$ cat config.mk
export PLATFORM = sky130hd
export DESIGN_NAME = safe_state_fault_handler
export DESIGN_NICKNAME = d
export VERILOG_FILES = /design/src/fault_pkg.sv /design/src/safe_state_fault_handler.sv
export SDC_FILE = /design/constraint.sdc
export NUM_CORES = 1
export LEC_CHECK = 0
export BUFFER_PORTS_ARGS = -buffer_cell sky130_fd_sc_hd__buf_2
export CORE_UTILIZATION = 48
export DETAILED_ROUTE_END_ITERATION = 8
export HOLD_SLACK_MARGIN = 0.06
export PLACE_DENSITY = 0.76
export REMOVE_ABC_BUFFERS = 1
export SLEW_MARGIN = 25
export SYNTH_ARGS = -nofsm -noshare
export SYNTH_HDL_FRONTEND = slang
export SYNTH_SLANG_ARGS = --single-unit
$ cat constraint.sdc
create_clock -name clk -period 1.9 [get_ports clk]
set_input_delay 0.095 -clock clk [delete_from_list [all_inputs] [get_ports clk]]
set_output_delay 0.095 -clock clk [all_outputs]
set_load 0.05 [all_outputs]
$ cat src/fault_pkg.sv
// Constants and types of the safe-state fault handler
package fault_pkg;

  localparam int NUM_INPUTS = 8;
  localparam int NUM_ZONES = 4;
  localparam int NUM_SOURCES = 2;
  localparam int MOD_ZONE = 3;
  localparam int ERROR_LIMIT_HOURS = 72;

  // Diagnostic codes
  localparam logic [7:0] DIAG_NONE = 8'h00;
  localparam logic [7:0] DIAG_SHORT = 8'h01;
  localparam logic [7:0] DIAG_CROSS = 8'h02;
  localparam logic [7:0] DIAG_INPUT_HW = 8'h10;
  localparam logic [7:0] DIAG_OUTPUT_HW = 8'h11;
  localparam logic [7:0] DIAG_SERIOUS = 8'h20;
  localparam logic [7:0] DIAG_PARAM = 8'h30;
  localparam logic [7:0] DIAG_COMM = 8'h40;
  localparam logic [7:0] DIAG_RETURN_BRIDGE = 8'h50;
  localparam logic [7:0] DIAG_PULSE_A = 8'h60;
  localparam logic [7:0] DIAG_PULSE_B = 8'h61;

  typedef enum logic [1:0] {
    ST_RUN = 2'b00,
    ST_ERROR = 2'b01,
    ST_FAILURE = 2'b10
  } mode_t;
endpackage

$ cat src/safe_state_fault_handler.sv
// Safe-state and fault reaction logic of the safety head unit
`timescale 1ns/1ns
module safe_state_fault_handler #(
  parameter int NUM_IN = fault_pkg::NUM_INPUTS
)
(
  input wire logic clk,
  input wire logic rst,
  input wire logic [NUM_IN-1:0] input_pins,
  input wire logic [NUM_IN-1:0] input_enable_cfg,
  input wire logic [NUM_IN-1:0] short_detect_cfg,
  input wire logic [NUM_IN-1:0] cross_detect_cfg,
  input wire logic [NUM_IN-1:0] short_fault_pins,
  input wire logic [NUM_IN-1:0] cross_fault_pins,
  input wire logic input_hw_fault,
  input wire logic output_hw_fault,
  input wire logic serious_hw_fault,
  input wire logic user_error,
  input wire logic overload,
  input wire logic overheat,
  input wire logic supply_fault,
  input wire logic param_fault,
  input wire logic comm_fault,
  input wire logic return_bridge_pin,
  input wire logic [fault_pkg::NUM_SOURCES-1:0] pulse_short_pins,
  input wire logic [fault_pkg::NUM_ZONES-1:0] zone_request,
  input wire logic ack,
  output logic [NUM_IN-1:0] input_image,
  output logic [fault_pkg::NUM_ZONES-1:0] zone_high_side,
  output logic module_zone_low_side,
  output logic valve_zone_low_side,
  output logic pulse_source_a,
  output logic pulse_source_b,
  output logic comm_enable,
  output logic self_test_enable,
  output logic failure_state,
  output logic diag_valid,
  output logic [7:0] diag_code,
  output logic [NUM_IN-1:0] diag_channel
);

  // Three-stage synchronisers for pin inputs
  localparam int NSYNC = 2 * NUM_IN + fault_pkg::NUM_SOURCES + 1;
  logic [NSYNC-1:0] sync1_q;
  logic [NSYNC-1:0] sync2_q;
  logic [NSYNC-1:0] sync3_q;
  logic [NSYNC-1:0] stable_q;
  wire [NSYNC-1:0] raw_pins = {return_bridge_pin, pulse_short_pins,
    short_fault_pins, input_pins};

  always_ff @(posedge clk)
  begin
    if (rst)
    begin
      sync1_q <= '0;
      sync2_q <= '0;
      sync3_q <= '0;
      stable_q <= '0;
    end
    else
    begin
      sync1_q <= raw_pins;
      sync2_q <= sync1_q;
      sync3_q <= sync2_q;
      stable_q <= (sync2_q & sync3_q) | (stable_q & (sync2_q | sync3_q));
    end
  end

  // Field positions inside the synchroniser vector
  localparam int IN_LO = 0;
  localparam int SHORT_LO = IN_LO + NUM_IN;
  localparam int PSHORT_LO = SHORT_LO + NUM_IN;
  localparam int BRIDGE_POS = PSHORT_LO + fault_pkg::NUM_SOURCES;

  // Synchronised pin fields
  wire [NUM_IN-1:0] in_s = stable_q[IN_LO+:NUM_IN];
  wire [NUM_IN-1:0] short_s = stable_q[SHORT_LO+:NUM_IN];
  wire [fault_pkg::NUM_SOURCES-1:0] pshort_s =
    stable_q[PSHORT_LO+:fault_pkg::NUM_SOURCES];
  wire bridge_s = stable_q[BRIDGE_POS];

  // Cross faults come from the pulse checker on this clock
  wire [NUM_IN-1:0] short_hit = short_s & short_detect_cfg;
  wire [NUM_IN-1:0] cross_hit = cross_fault_pins & cross_detect_cfg;
  wire [NUM_IN-1:0] ext_hit = short_hit | cross_hit;

  // Serious error collection
  wire serious = serious_hw_fault | user_error | overload | overheat
    | supply_fault;

  // Module mode and latched fault state
  fault_pkg::mode_t mode_q;
  fault_pkg::mode_t mode_d;
  logic [NUM_IN-1:0] ch_fault_q;
  logic in_hw_q;
  logic out_hw_q;
  logic param_q;
  logic comm_q;
  logic bridge_q;
  logic [fault_pkg::NUM_SOURCES-1:0] psrc_off_q;

  wire any_err = (|ch_fault_q) | in_hw_q | out_hw_q | param_q | comm_q
    | bridge_q | (|psrc_off_q);

  // Mode transitions; failure is left only by reset
  always_comb
  begin
    case (mode_q)
      fault_pkg::ST_RUN:
        mode_d = serious ? fault_pkg::ST_FAILURE
          : (any_err ? fault_pkg::ST_ERROR : fault_pkg::ST_RUN);
      fault_pkg::ST_ERROR:
        mode_d = serious ? fault_pkg::ST_FAILURE
          : (any_err ? fault_pkg::ST_ERROR : fault_pkg::ST_RUN);
      fault_pkg::ST_FAILURE:
        mode_d = fault_pkg::ST_FAILURE;
      default:
        mode_d = fault_pkg::ST_FAILURE;
    endcase
  end

  always_ff @(posedge clk)
  begin
    if (rst)
      mode_q <= fault_pkg::ST_RUN;
    else
      mode_q <= mode_d;
  end

  // Sticky flag step: a fault present in the acknowledge cycle stays set
  function automatic logic sticky(
    input logic set,
    input logic q,
    input logic clr
  );
    sticky = set | (q & ~clr);
  endfunction

  // Sticky fault latches: a new fault wins over acknowledge
  always_ff @(posedge clk)
  begin
    if (rst)
    begin
      ch_fault_q <= '0;
      in_hw_q <= 1'b0;
      out_hw_q <= 1'b0;
      param_q <= 1'b0;
      comm_q <= 1'b0;
      bridge_q <= 1'b0;
    end
    else
    begin
      ch_fault_q <= ext_hit | (ack ? '0 : ch_fault_q);
      in_hw_q <= sticky(input_hw_fault, in_hw_q, ack);
      out_hw_q <= sticky(output_hw_fault, out_hw_q, ack);
      param_q <= sticky(param_fault, param_q, ack);
      comm_q <= sticky(comm_fault, comm_q, ack);
      bridge_q <= sticky(bridge_s, bridge_q, ack);
    end
  end

  // Pulse sources switch off on short, restart only on acknowledge
  always_ff @(posedge clk)
  begin
    if (rst)
      psrc_off_q <= '0;
    else
      psrc_off_q <= pshort_s | (ack ? '0 : psrc_off_q);
  end

  // Image forcing decisions
  wire fail = (mode_q == fault_pkg::ST_FAILURE);
  wire all_safe = fail | serious | in_hw_q | input_hw_fault | param_q
    | param_fault | comm_q | comm_fault;
  wire [NUM_IN-1:0] image_d = all_safe ? '0
    : (in_s & input_enable_cfg & ~ch_fault_q & ~ext_hit);

  // Zone supply decisions
  // Parameter and link faults cut the zones in the same cycle as the image
  wire outputs_off = fail | serious | out_hw_q | output_hw_fault
    | bridge_q | param_q | param_fault
    | comm_q | comm_fault;
  wire [fault_pkg::NUM_ZONES-1:0] zones_d = outputs_off ? '0
    : zone_request;
  wire valve_on = |zones_d[fault_pkg::MOD_ZONE-1:0];
  wire mod_on = zones_d[fault_pkg::MOD_ZONE];

  // Bit of each pulse source in the shutdown latch
  localparam int SRC_A = 0;
  localparam int SRC_B = 1;

  // Input image register; reset shows the safe image
  always_ff @(posedge clk)
  begin
    if (rst)
      input_image <= '0;
    else
      input_image <= image_d;
  end

  // Zone switch registers; the module zone's rails switch together, the valve zones share one low-side rail
  always_ff @(posedge clk)
  begin
    if (rst)
    begin
      zone_high_side <= '0;
      module_zone_low_side <= 1'b0;
      valve_zone_low_side <= 1'b0;
    end
    else
    begin
      zone_high_side <= zones_d;
      module_zone_low_side <= mod_on;
      valve_zone_low_side <= valve_on;
    end
  end

  // Pulse source enables; a failed module stops both sources
  always_ff @(posedge clk)
  begin
    if (rst)
    begin
      pulse_source_a <= 1'b0;
      pulse_source_b <= 1'b0;
    end
    else
    begin
      pulse_source_a <= ~psrc_off_q[SRC_A] & ~fail;
      pulse_source_b <= ~psrc_off_q[SRC_B] & ~fail;
    end
  end

  // Self-test and failure flags follow the next mode so they settle with the image; comm_enable follows the current mode
  always_ff @(posedge clk)
  begin
    if (rst)
    begin
      comm_enable <= 1'b0;
      self_test_enable <= 1'b0;
      failure_state <= 1'b0;
    end
    else
    begin
      comm_enable <= ~fail & ~out_hw_q & ~in_hw_q;
      self_test_enable <= (mode_d == fault_pkg::ST_RUN);
      failure_state <= (mode_d == fault_pkg::ST_FAILURE);
    end
  end

  // Event positions in the history, lowest index reported first
  localparam int EV_SERIOUS = 0;
  localparam int EV_IN_HW = 1;
  localparam int EV_OUT_HW = 2;
  localparam int EV_PARAM = 3;
  localparam int EV_COMM = 4;
  localparam int EV_BRIDGE = 5;
  localparam int EV_PULSE_A = 6;
  localparam int EV_PULSE_B = 7;
  localparam int NUM_EV = 8;

  // Isolates the lowest set bit, the event that wins this cycle
  function automatic logic [NUM_EV-1:0] lowest_event(
    input logic [NUM_EV-1:0] ev
  );
    lowest_event = ev & ~(ev - {{(NUM_EV-1){1'b0}}, 1'b1});
  endfunction

  // Rising edges of each fault event raise one diagnostic; the five serious sources share one event
  logic [NUM_IN-1:0] ch_prev_q;
  logic [NUM_EV-1:0] ev_prev_q;
  wire [NUM_EV-1:0] ev_now = {pshort_s, bridge_s, comm_fault, param_fault,
    output_hw_fault, input_hw_fault, serious};
  wire [NUM_EV-1:0] ev_new = ev_now & ~ev_prev_q;
  wire [NUM_EV-1:0] ev_taken = lowest_event(ev_new);
  wire ev_any = |ev_new;
  wire [NUM_IN-1:0] sh_new = short_hit & ~ch_prev_q;
  wire [NUM_IN-1:0] cr_new = cross_hit & ~ch_prev_q & ~short_hit;

  // Fixed priority selection; order must match lowest_event
  logic [7:0] code_sel;
  logic [NUM_IN-1:0] chan_sel;
  always_comb
  begin
    chan_sel = '0;
    if (ev_new[EV_SERIOUS])
      code_sel = fault_pkg::DIAG_SERIOUS;
    else if (ev_new[EV_IN_HW])
      code_sel = fault_pkg::DIAG_INPUT_HW;
    else if (ev_new[EV_OUT_HW])
      code_sel = fault_pkg::DIAG_OUTPUT_HW;
    else if (ev_new[EV_PARAM])
      code_sel = fault_pkg::DIAG_PARAM;
    else if (ev_new[EV_COMM])
      code_sel = fault_pkg::DIAG_COMM;
    else if (ev_new[EV_BRIDGE])
      code_sel = fault_pkg::DIAG_RETURN_BRIDGE;
    else if (ev_new[EV_PULSE_A])
      code_sel = fault_pkg::DIAG_PULSE_A;
    else if (ev_new[EV_PULSE_B])
      code_sel = fault_pkg::DIAG_PULSE_B;
    else if (|sh_new)
    begin
      code_sel = fault_pkg::DIAG_SHORT;
      chan_sel = sh_new;
    end
    else if (|cr_new)
    begin
      code_sel = fault_pkg::DIAG_CROSS;
      chan_sel = cr_new;
    end
    else
      code_sel = fault_pkg::DIAG_NONE;
  end

  // Channel history only advances when no module event is pending
  wire [NUM_IN-1:0] ch_taken = ev_any ? '0 : chan_sel;

  // Event history; a held fault is reported once, again after it falls
  always_ff @(posedge clk)
  begin
    if (rst)
    begin
      ev_prev_q <= '0;
      ch_prev_q <= '0;
    end
    else
    begin
      ev_prev_q <= (ev_prev_q & ev_now) | ev_taken;
      ch_prev_q <= (ch_prev_q & ext_hit) | ch_taken;
    end
  end

  // Diagnostic word to the controller, valid for one cycle
  always_ff @(posedge clk)
  begin
    if (rst)
    begin
      diag_valid <= 1'b0;
      diag_code <= fault_pkg::DIAG_NONE;
      diag_channel <= '0;
    end
    else
    begin
      diag_valid <= (code_sel != fault_pkg::DIAG_NONE);
      diag_code <= code_sel;
      diag_channel <= chan_sel;
    end
  end

endmodule

Word-level counts from Yosys, hierarchy flattened:

Cells that the tools add are included.

* ROM bits: 0
* memory bits (writable): 0
* bits in latches: 0
* bits in registers: 145
* memories: 0
* output and inout bits: 36

* mux-type cells: 27
* $add $sub $neg: 1
* bitwise operators: 71
* divide/modulo/power cells: 0
* shifts and indexed selects: 0
* order comparisons: 0
* eq/ne operators: 3
* reductions and logical operators: 11
* $mul: 0

Operators with widths (number)
* $and 8x8->8: 12
* $mux 8: 12
* $mux 7: 8
* $not 8->8: 6
* $and 19x19->19: 2
* $or 19x19->19: 2
* $or 8x8->8: 4
* $reduce_or 8->1: 4
* $or 1x1->1: 29
* $mux 2: 5
* $and 1x1->1: 9
* $reduce_bool 8->1: 1
* $sub 8x1->8 const B: 1
* $not 1->1: 6
* $reduce_or 2->1: 3
* $eq 2x2->1 const B: 2
* $logic_not 2->1: 2
* $mux 4: 1
* $reduce_or 3->1: 1
* $eq 2x1->1 const B: 1
* $or 2x2->2: 1
* $mux 1: 1

Logic depth before layout (Yosys ltp):

Gate-level depths: netlist of run 1.

* depth in word-level cells: 16
* mapped depth: 6
* depth with buffers taken out: 5

Worst setup path before layout of run 1:

OpenSTA, ideal clock, no wires.

* path kind: in2reg
* start point: input user_error
* end point: register input_image[1]
* library setup time: 63 ps
* slack: -57 ps
* path buffers: 1
* stages on the path: 6
* data arrival time: 1894 ps
* cells stage by stage: or3_4 -> or3_4 -> or4_1 -> or3b_1 -> buf_6 -> nor2_2

* cells in the longest elaborated chain, start to end: 12

Ends and longest elaborated chain
* start, declared: line safe_state_fault_handler.sv:18 `input wire logic user_error,`
* $or 1x1->1 (3 in a row): line safe_state_fault_handler.sv:88 `wire serious = serious_hw_fault | user_error | overload | overheat`
* $or 1x1->1: line safe_state_fault_handler.sv:89 `| supply_fault;`
* $or 1x1->1 (4 in a row): line safe_state_fault_handler.sv:173 `wire all_safe = fail | serious | in_hw_q | input_hw_fault | param_q`
* $or 1x1->1 (3 in a row): line safe_state_fault_handler.sv:174 `| param_fault | comm_q | comm_fault;`
* $reduce_or 2->1 (no line)
* end signal, assigned: line safe_state_fault_handler.sv:198 `input_image <= image_d;`
* end, declared: line safe_state_fault_handler.sv:28 `output logic [NUM_IN-1:0] input_image,`

No other way between the ends.
A chain may end at the register's enable or synchronous reset.

Worst setup path after layout of run 1:

* start point: input overload
* end point: register input_image[1]

* cells in the longest elaborated chain, start to end: 11

Ends and longest elaborated chain
* start, declared: line safe_state_fault_handler.sv:19 `input wire logic overload,`
* $or 1x1->1 (2 in a row): line safe_state_fault_handler.sv:88
* $or 1x1->1: line safe_state_fault_handler.sv:89
* $or 1x1->1 (4 in a row): line safe_state_fault_handler.sv:173
* $or 1x1->1 (3 in a row): line safe_state_fault_handler.sv:174
* $reduce_or 2->1 (no line)

No other way between the ends.

==> results of run 1 <==
==> stage by stage <==
stage | power (mW) | hold slack [ns] | cell area, sq um | worst slack (ns) | setup TNS, ns
after CTS | 6.955 | 0.06144 | 6878 | 0.003386 | 0
final | 6.943 | 0.1003 | 6935 | -0.006140 | -0.006140
after detailed placement | 3.513 | 0.3080 | 5479 | -0.2711 | -3.668
after floorplan | 3.321 | 0.1641 | 4679 | -0.1189 | -0.9508
after global routing | 7.165 | 0.09118 | 6935 | -0.04544 | -0.1118
after global placement | 3.501 | 0.3041 | 5479 | -0.2428 | -2.948
==> logic make-up (layout without fill, tap and decap cells) <==
kind of cell / Yosys count / in the layout / share of synthesized area, %
AOI/OAI and AO/OA: 109 / 109 / 13.33
buffers and inverters: 36 / 244 / 3.306
DFF: 141 / 141 / 59.18
other: 1 / 3 / 0.07862
and+or+nand+nor: 197 / 197 / 24.11
==> synthesized netlist by cell type (all sizes together) (9+ instances only) <==
cell,number
clkbuf,13
nor3b,9
nor2,33
inv,16
nor3,10
a21oi,49
o21ai,30
nand3b,13
nor2b,62
dfxtp,141
nand2,32
==> worst paths after layout <==
check	start	end	slack, ns
worst max register to register	stable_q[17]	diag_valid	0.02
worst min register to register	sync1_q[0]	sync2_q[0]	0.43
worst min-delay path	user_error	mode_q[0]	0.10
worst max-delay path	overload	input_image[1]	-0.006
==> layout make-up <==
class                           count  share of cell area [%]
Tap cell                          133                   2.399
Clock inverter                     14                   2.634
Sequential cell                   141                   40.72
Clock buffer                       18                   6.170
Multi-Input combinational cell    309                   26.56
Timing Repair Buffer              196                   20.66
Inverter                           16                  0.8660
==> power by group through the flow <==
stage | clock network (mW) | logic [mW] | registers (mW)
final | 3.36 | 0.503 | 3.08
after global placement | 0 | 0.364 | 3.14
after detailed placement | 0 | 0.373 | 3.14
after floorplan | 0 | 0.148 | 3.17
after CTS | 3.39 | 0.489 | 3.08
after global routing | 3.54 | 0.542 | 3.09
==> worst min-delay path: stages <==
cell    delay, ns
buf_2        0.08
or3_4        0.12
or3_4        0.12
buf_4        0.10
nor4_1       0.04
==> sequential cells by signal, indices dropped and copies added (netlist names), 5 cells and up <==
name          cells
sync1_q          19
sync3_q          19
ev_prev_q         8
diag_channel      8
diag_code         5
sync2_q          19
stable_q         19
ch_fault_q        8
ch_prev_q         8
input_image       8
==> what timing repair did <==
action / 4_1_cts / 5_1_grt
buffers inserted: 1 / 0
endpoints found under the setup margin: 15 / 23
resized for setup: 3 / 13
pin swaps: 1 / 5
endpoints found under the hold margin: 83 / 1
hold buffers: 77 / 1
==> routing by layer <==
metal,vias up,share of wire [%],track usage [%]
met5,-,0,0
met4,0,1.8,8.473
met3,19,5.2,6.625
met2,133,51,40.85
met1,1963,42,27.97
li1,2064,-,-
==> qor.txt, run 1 <==
synth top area cells -> dfxtp_1 (59%), nor2b_1 (8.1%), a21oi_1 (5.1%), o21ai_0 (2.7%), nand2_1 (2.5%)
CTS tree -> yes
hold path cells -> 5
Initial DRT Pass Iterations -> 5
max frequency -> 524.6 MHz
Die ar. -> 10340 sq um
Psw -> 1.589 mW
Setup WS post-layout -> -0.006140 ns
Filler Cells Inserted -> 666
Tot GR Track Use -> 23.62%
outcome -> finished, violations left
VDD IR-drop max -> 0.6206 mV
Top Ports -> 103
largest net degree at the start of global routing -> 92
commonest non-fill, non-tap cell in the layout -> dfxtp_1
area of the multi-input gates -> 1842 sq um
fraction of layout cells with a size suffix above 1 -> 25.94%
Worst Path Arrival -> 2.36 ns
Final Skew -> 0.01008 ns
Final Max Slew Viols -> 0
worst min path class -> input pin to flip-flop
row cnt -> 36
Post-Synthesis Cells -> 484
Sink Count -> 141
CTS Buf Count -> 17
Switching Fraction -> 22.89%
GPL Wtd Cong -> 0.7946
Worst path depth -> 7
top cell type's share of synthesized area -> 59.18%
Chip Width -> 101.7 microns
Final nets -> 748
P&R area growth vs syn -> 45.41%
ys flop type -> dfxtp_1
syn avg cell area -> 9.854 sq um
Final Setup Violations -> 1
Cell Count, Final, Fillers Out -> 827
crit-path cells -> dlygate4sd3_1 -> buf_2 -> or3_4 -> or4_4 -> or3b_4 -> buf_8 -> nor2_2
critical path capture point type -> flip-flop
Initial Util -> 49.25%
Clk Latency, worst-skew pair -> 0.52 ns
Max Cap Viol -> 0
diodes inserted -> 0
ys async rst share -> 0%
CORE AREA -> 9684 sq um
htree depth -> 4
DP HPWL -> 7326 microns
sequential power share -> 44.3%
RSZ-0062 raised after global routing -> true
IO Port Bufs -> 99
first-pass GRT wire length -> 18400 microns
Clk pwr share -> 48.4%
routed wire length per instance -> 14.61 microns
placed instance count -> 716
CP startpoint kind -> input pin
via count -> 4179
Worst slew margin -> 38.30%
root buffer cell -> clkbuf_8
Setup Crit Path Kind -> input pin to flip-flop
Crit path buffers/inverters -> 3
Top delay family on crit path -> simple AND/OR/NAND/NOR gates
FF-to-FF path depth -> 7
Synth cell types -> 42
cell internal pwr -> 5.354 mW
leakage -> 2.874 nW
Logic pwr share -> 7.2%
DRC viols -> 0
CP required -> 2.35 ns
Clock Path Buffers -> 2
CP max FO -> 8
Max stage delay on crit path -> 0.55 ns
FF/Latch Area -> 2824 sq um
wirelength, routed -> 12090 microns
number of synthesized flops with an enable pin -> 0
Ys Warns -> 0
register area share after synthesis -> 59.18%
power density over the cells -> 1001 nW/um^2
GR Overflow Total -> 0
initial drt markers -> 222
final worst-path cycle share -> 100.3%
violated checks -> negative setup slack
synthesized area -> 4770 sq um
initial antenna violation count -> 0
most frequent cells in the layout -> dfxtp_1 (140), buf_2 (98), dlygate4sd3_1 (78)
vias per std cell -> 5.053
post-layout util -> 71.62%
Hold Vio Cnt, Final -> 0
Synth area leader -> dfxtp_1
Worst path slowest cell -> dlygate4sd3_1
vias in the first global route -> 3964
Worst-path clk slew -> 0.06 ns
Seq cells post-synth -> 141
Antenna Violating Nets Remaining -> 0
die height -> 101.7 microns
worst-margin pin slew -> 0.9256 ns
minimum clock period -> 1.906 ns
Note: power is estimated with default switching activity, not from simulation.
==> inputs of run 2 (changes only) <==
ABC_AREA = 1   (was not set)
PLACE_DENSITY = 0.75   (was 0.76)
SLEW_MARGIN = not set   (was 25)
==> run 2 against run 1 <==
The flow now finishes without violations. Flip-flop and latch count unchanged. Worst setup slack better by 0.029 ns. Critical path depth up 1. Combinational power up 4%. Largest cell class unchanged. Non-clock buffer count down 9. Global-route usage up 0.24 points. Cell area down 0.16%. Maximum frequency up 1.6%. Clock skew about the same. Total power down 1.8%. Synthesized area up 1.5%.
==> qor.txt, run 2 <==
outcome -> complete, no violations
synth cell count leaders -> dfxtp_1 (141), nor2_1 (122), inv_1 (102)
GPL Wtd Cong -> 0.8844 (+11%)
largest net degree at the start of global routing -> 73 (-21%)
DRC viols -> 0 (unchanged)
first-pass GRT wire length -> 18740 microns (+1.9%)
Max Cap Viol -> 0 (unchanged)
Worst slew margin -> 60.30% (+22 points)
Sink Count -> 141 (unchanged)
DP HPWL -> 7133 microns (-2.6%)
pre-CTS setup slack -> 0.4402 ns (+0.7113 ns)
Final nets -> 853 (+14%)
top cell type's share of synthesized area -> 58.32% (-0.86 points)
Filler Cells Inserted -> 733 (+10%)
CP max FO -> 2 (-6)
area of the multi-input gates -> 1563 sq um (-15%)
leakage -> 3.241 nW (+13%)
max frequency -> 532.8 MHz (+1.6%)
Seq cells post-synth -> 141 (unchanged)
Tot GR Track Use -> 23.86% (+0.24 points)
Post-Synthesis Cells -> 597 (+23%)
Ys Warns -> 0 (unchanged)
minimum clock period -> 1.877 ns (-0.02938 ns)
Synth Area in Compound Gates -> 8.351% (-5.0 points)
Top Ports -> 103 (unchanged)
vias per std cell -> 4.874 (-3.5%)
worst min path class -> input pin to flip-flop
htree depth -> 4 (unchanged)
overall power -> 6.820 mW (-1.8%)
adder-cell area share of the yosys netlist -> 0% (unchanged)
Worst-path clk slew -> 0.06 ns (about the same)
CORE AREA -> 9774 sq um (+0.93%)
post-layout util -> 70.84% (-0.78 points)
root buffer cell -> clkbuf_8
Worst Path Arrival -> 2.27 ns (-0.09 ns)
syn avg cell area -> 8.107 sq um (-18%)
synthesized area -> 4840 sq um (+1.5%)
Hold Vio Cnt, Final -> 0 (unchanged)
CP startpoint kind -> input pin
wirelength, routed -> 12090 microns (about the same)
mux cell area share after synthesis -> 0% (unchanged)
vias in the first global route -> 4253 (+7.3%)
P&R area growth vs syn -> 43.07%
routed wire length per instance -> 12.98 microns (-11%)
CTS Buf Count -> 17 (unchanged)
dpl cell area -> 5439 sq um (-0.73%)
Initial DRT Pass Iterations -> 6 (+1)
main combinational cell family by area after synthesis -> simple AND/OR/NAND/NOR gates
initial antenna violation count -> 0 (unchanged)
Synth cell types -> 30 (-29%)
VDD IR-drop max -> 0.5948 mV (-4.2%)
CP required -> 2.29 ns (-0.06 ns)
Setup WS post-layout -> 0.02324 ns (+0.02938 ns)
TNS Setup -> 0 ns (+0.006140 ns)
Clk Latency, worst-skew pair -> 0.52 ns (about the same)
xor/xnor share of the synthesized area -> 0% (unchanged)
Synth Area in Simple Gates -> 23.16% (-0.94 points)
most common cell in the netlist -> dfxtp_1
die height -> 102.4 microns (+0.72%)
Die ar. -> 10490 sq um (+1.4%)
final worst-path cycle share -> 98.78% (-1.5 points)
critical path capture point type -> flip-flop
worst-margin pin slew -> 0.5901 ns (-0.3355 ns)
ys async rst share -> 0% (unchanged)
FF/Latch Area -> 2823 sq um (about the same)
Final Setup Violations -> 0 (-1)
row cnt -> 36 (unchanged)
Antenna Violating Nets Remaining -> 0 (unchanged)
synth top area cells -> dfxtp_1 (58%), nor2_1 (9.5%), inv_1 (7.9%), nand2_1 (5.2%), o21ai_0 (3.5%)
GR Overflow Total -> 0 (unchanged)
Final Max Slew Viols -> 0 (unchanged)
number of synthesized flops with an enable pin -> 0 (unchanged)
power density over the cells -> 984.9 nW/um^2 (-1.6%)
placed instance count -> 814 (+14%)
Setup Crit Path Kind -> input pin to flip-flop
via count -> 4538 (+8.6%)
Cell Count, Final, Fillers Out -> 931 (+13%)
register area share after synthesis -> 58.32% (-0.86 points)
initial drt markers -> 212 (-4.5%)
fraction of layout cells with a size suffix above 1 -> 18.80% (-7.1 points)
IO Port Bufs -> 99 (unchanged)
CTS tree -> yes
diodes inserted -> 0 (unchanged)
worst hold slack -> 0.08139 ns (-0.01887 ns)
design area -> 6924 sq um (-0.16%)
commonest non-fill, non-tap cell in the layout -> dfxtp_1
Synth area leader -> dfxtp_1
most frequent cells in the layout -> dfxtp_1 (141), nor2_1 (121), inv_1 (102)
Clock Path Buffers -> 2 (unchanged)
Chip Width -> 102.4 microns (+0.72%)
ys flop type -> dfxtp_1
Final Skew -> 0.009899 ns (-0.0001782 ns)
Initial Util -> 49.51% (+0.26 points)
## run 2: power breakdown
group	internal (mW)	leakage (nW)	switching, mW
combinational	0.235	1.82	0.286
sequential	3.04	1.15	0.0410
clock	2.02	0.273	1.20
total	5.30	3.24	1.52
## run 2: per-layer routing
| metal | vias to the layer above | GRT usage (%) | routed length, microns |
|---|---|---|---|
| li1 | 2228 | - | - |
| met1 | 2067 | 26.31 | 4980 |
| met2 | 199 | 42.54 | 5965 |
| met3 | 44 | 5.882 | 729 |
| met4 | 0 | 12.20 | 411 |
| met5 | - | 0 | 0 |
## run 2: final timing paths
| path | from | endpoint | slack (ns) | depth (start not counted) |
|---|---|---|---|---|
| max reg2reg | in_hw_q | input_image[4] | 0.10 | 6 |
| max | cross_detect_cfg[0] | ch_fault_q[0] | 0.02 | 8 |
| min reg2reg | sync1_q[2] | sync2_q[2] | 0.40 | 2 |
| min | user_error | diag_code[4] | 0.08 | 6 |
## run 2: cell type report
cell class	count	share of cell area [%]
tap	133	2.403
multi-input combinational	335	22.57
sequential	141	40.77
timing repair buffer	187	20.26
clock buffer	20	6.288
clock inverter	11	2.078
inverter	104	5.638
## run 2: logic make-up after synthesis
family          count (synthesis)
simple gates                  256
other cells                     1
compound gates                 76
flops                         141
buf+inv                       123
## run 2: worst max-delay path: stages
cell and delay [ns]:
dlygate4sd3_1 0.54, buf_2 0.13, nand2_1 0.05, dlygate4sd3_1 0.54
nand2_1 0.06, dlygate4sd3_1 0.61, a21oi_2 0.18, nor2_1 0.06
## run 2: timing repair
| item | in CTS | in global routing |
|---|---|---|
| endpoints found under the setup margin | 0 | 14 |
| buffers inserted | 0 | 1 |
| gates resized for setup | 0 | 10 |
| hold buffers | 86 | 0 |
| hold endpoints to repair | 74 | 0 |
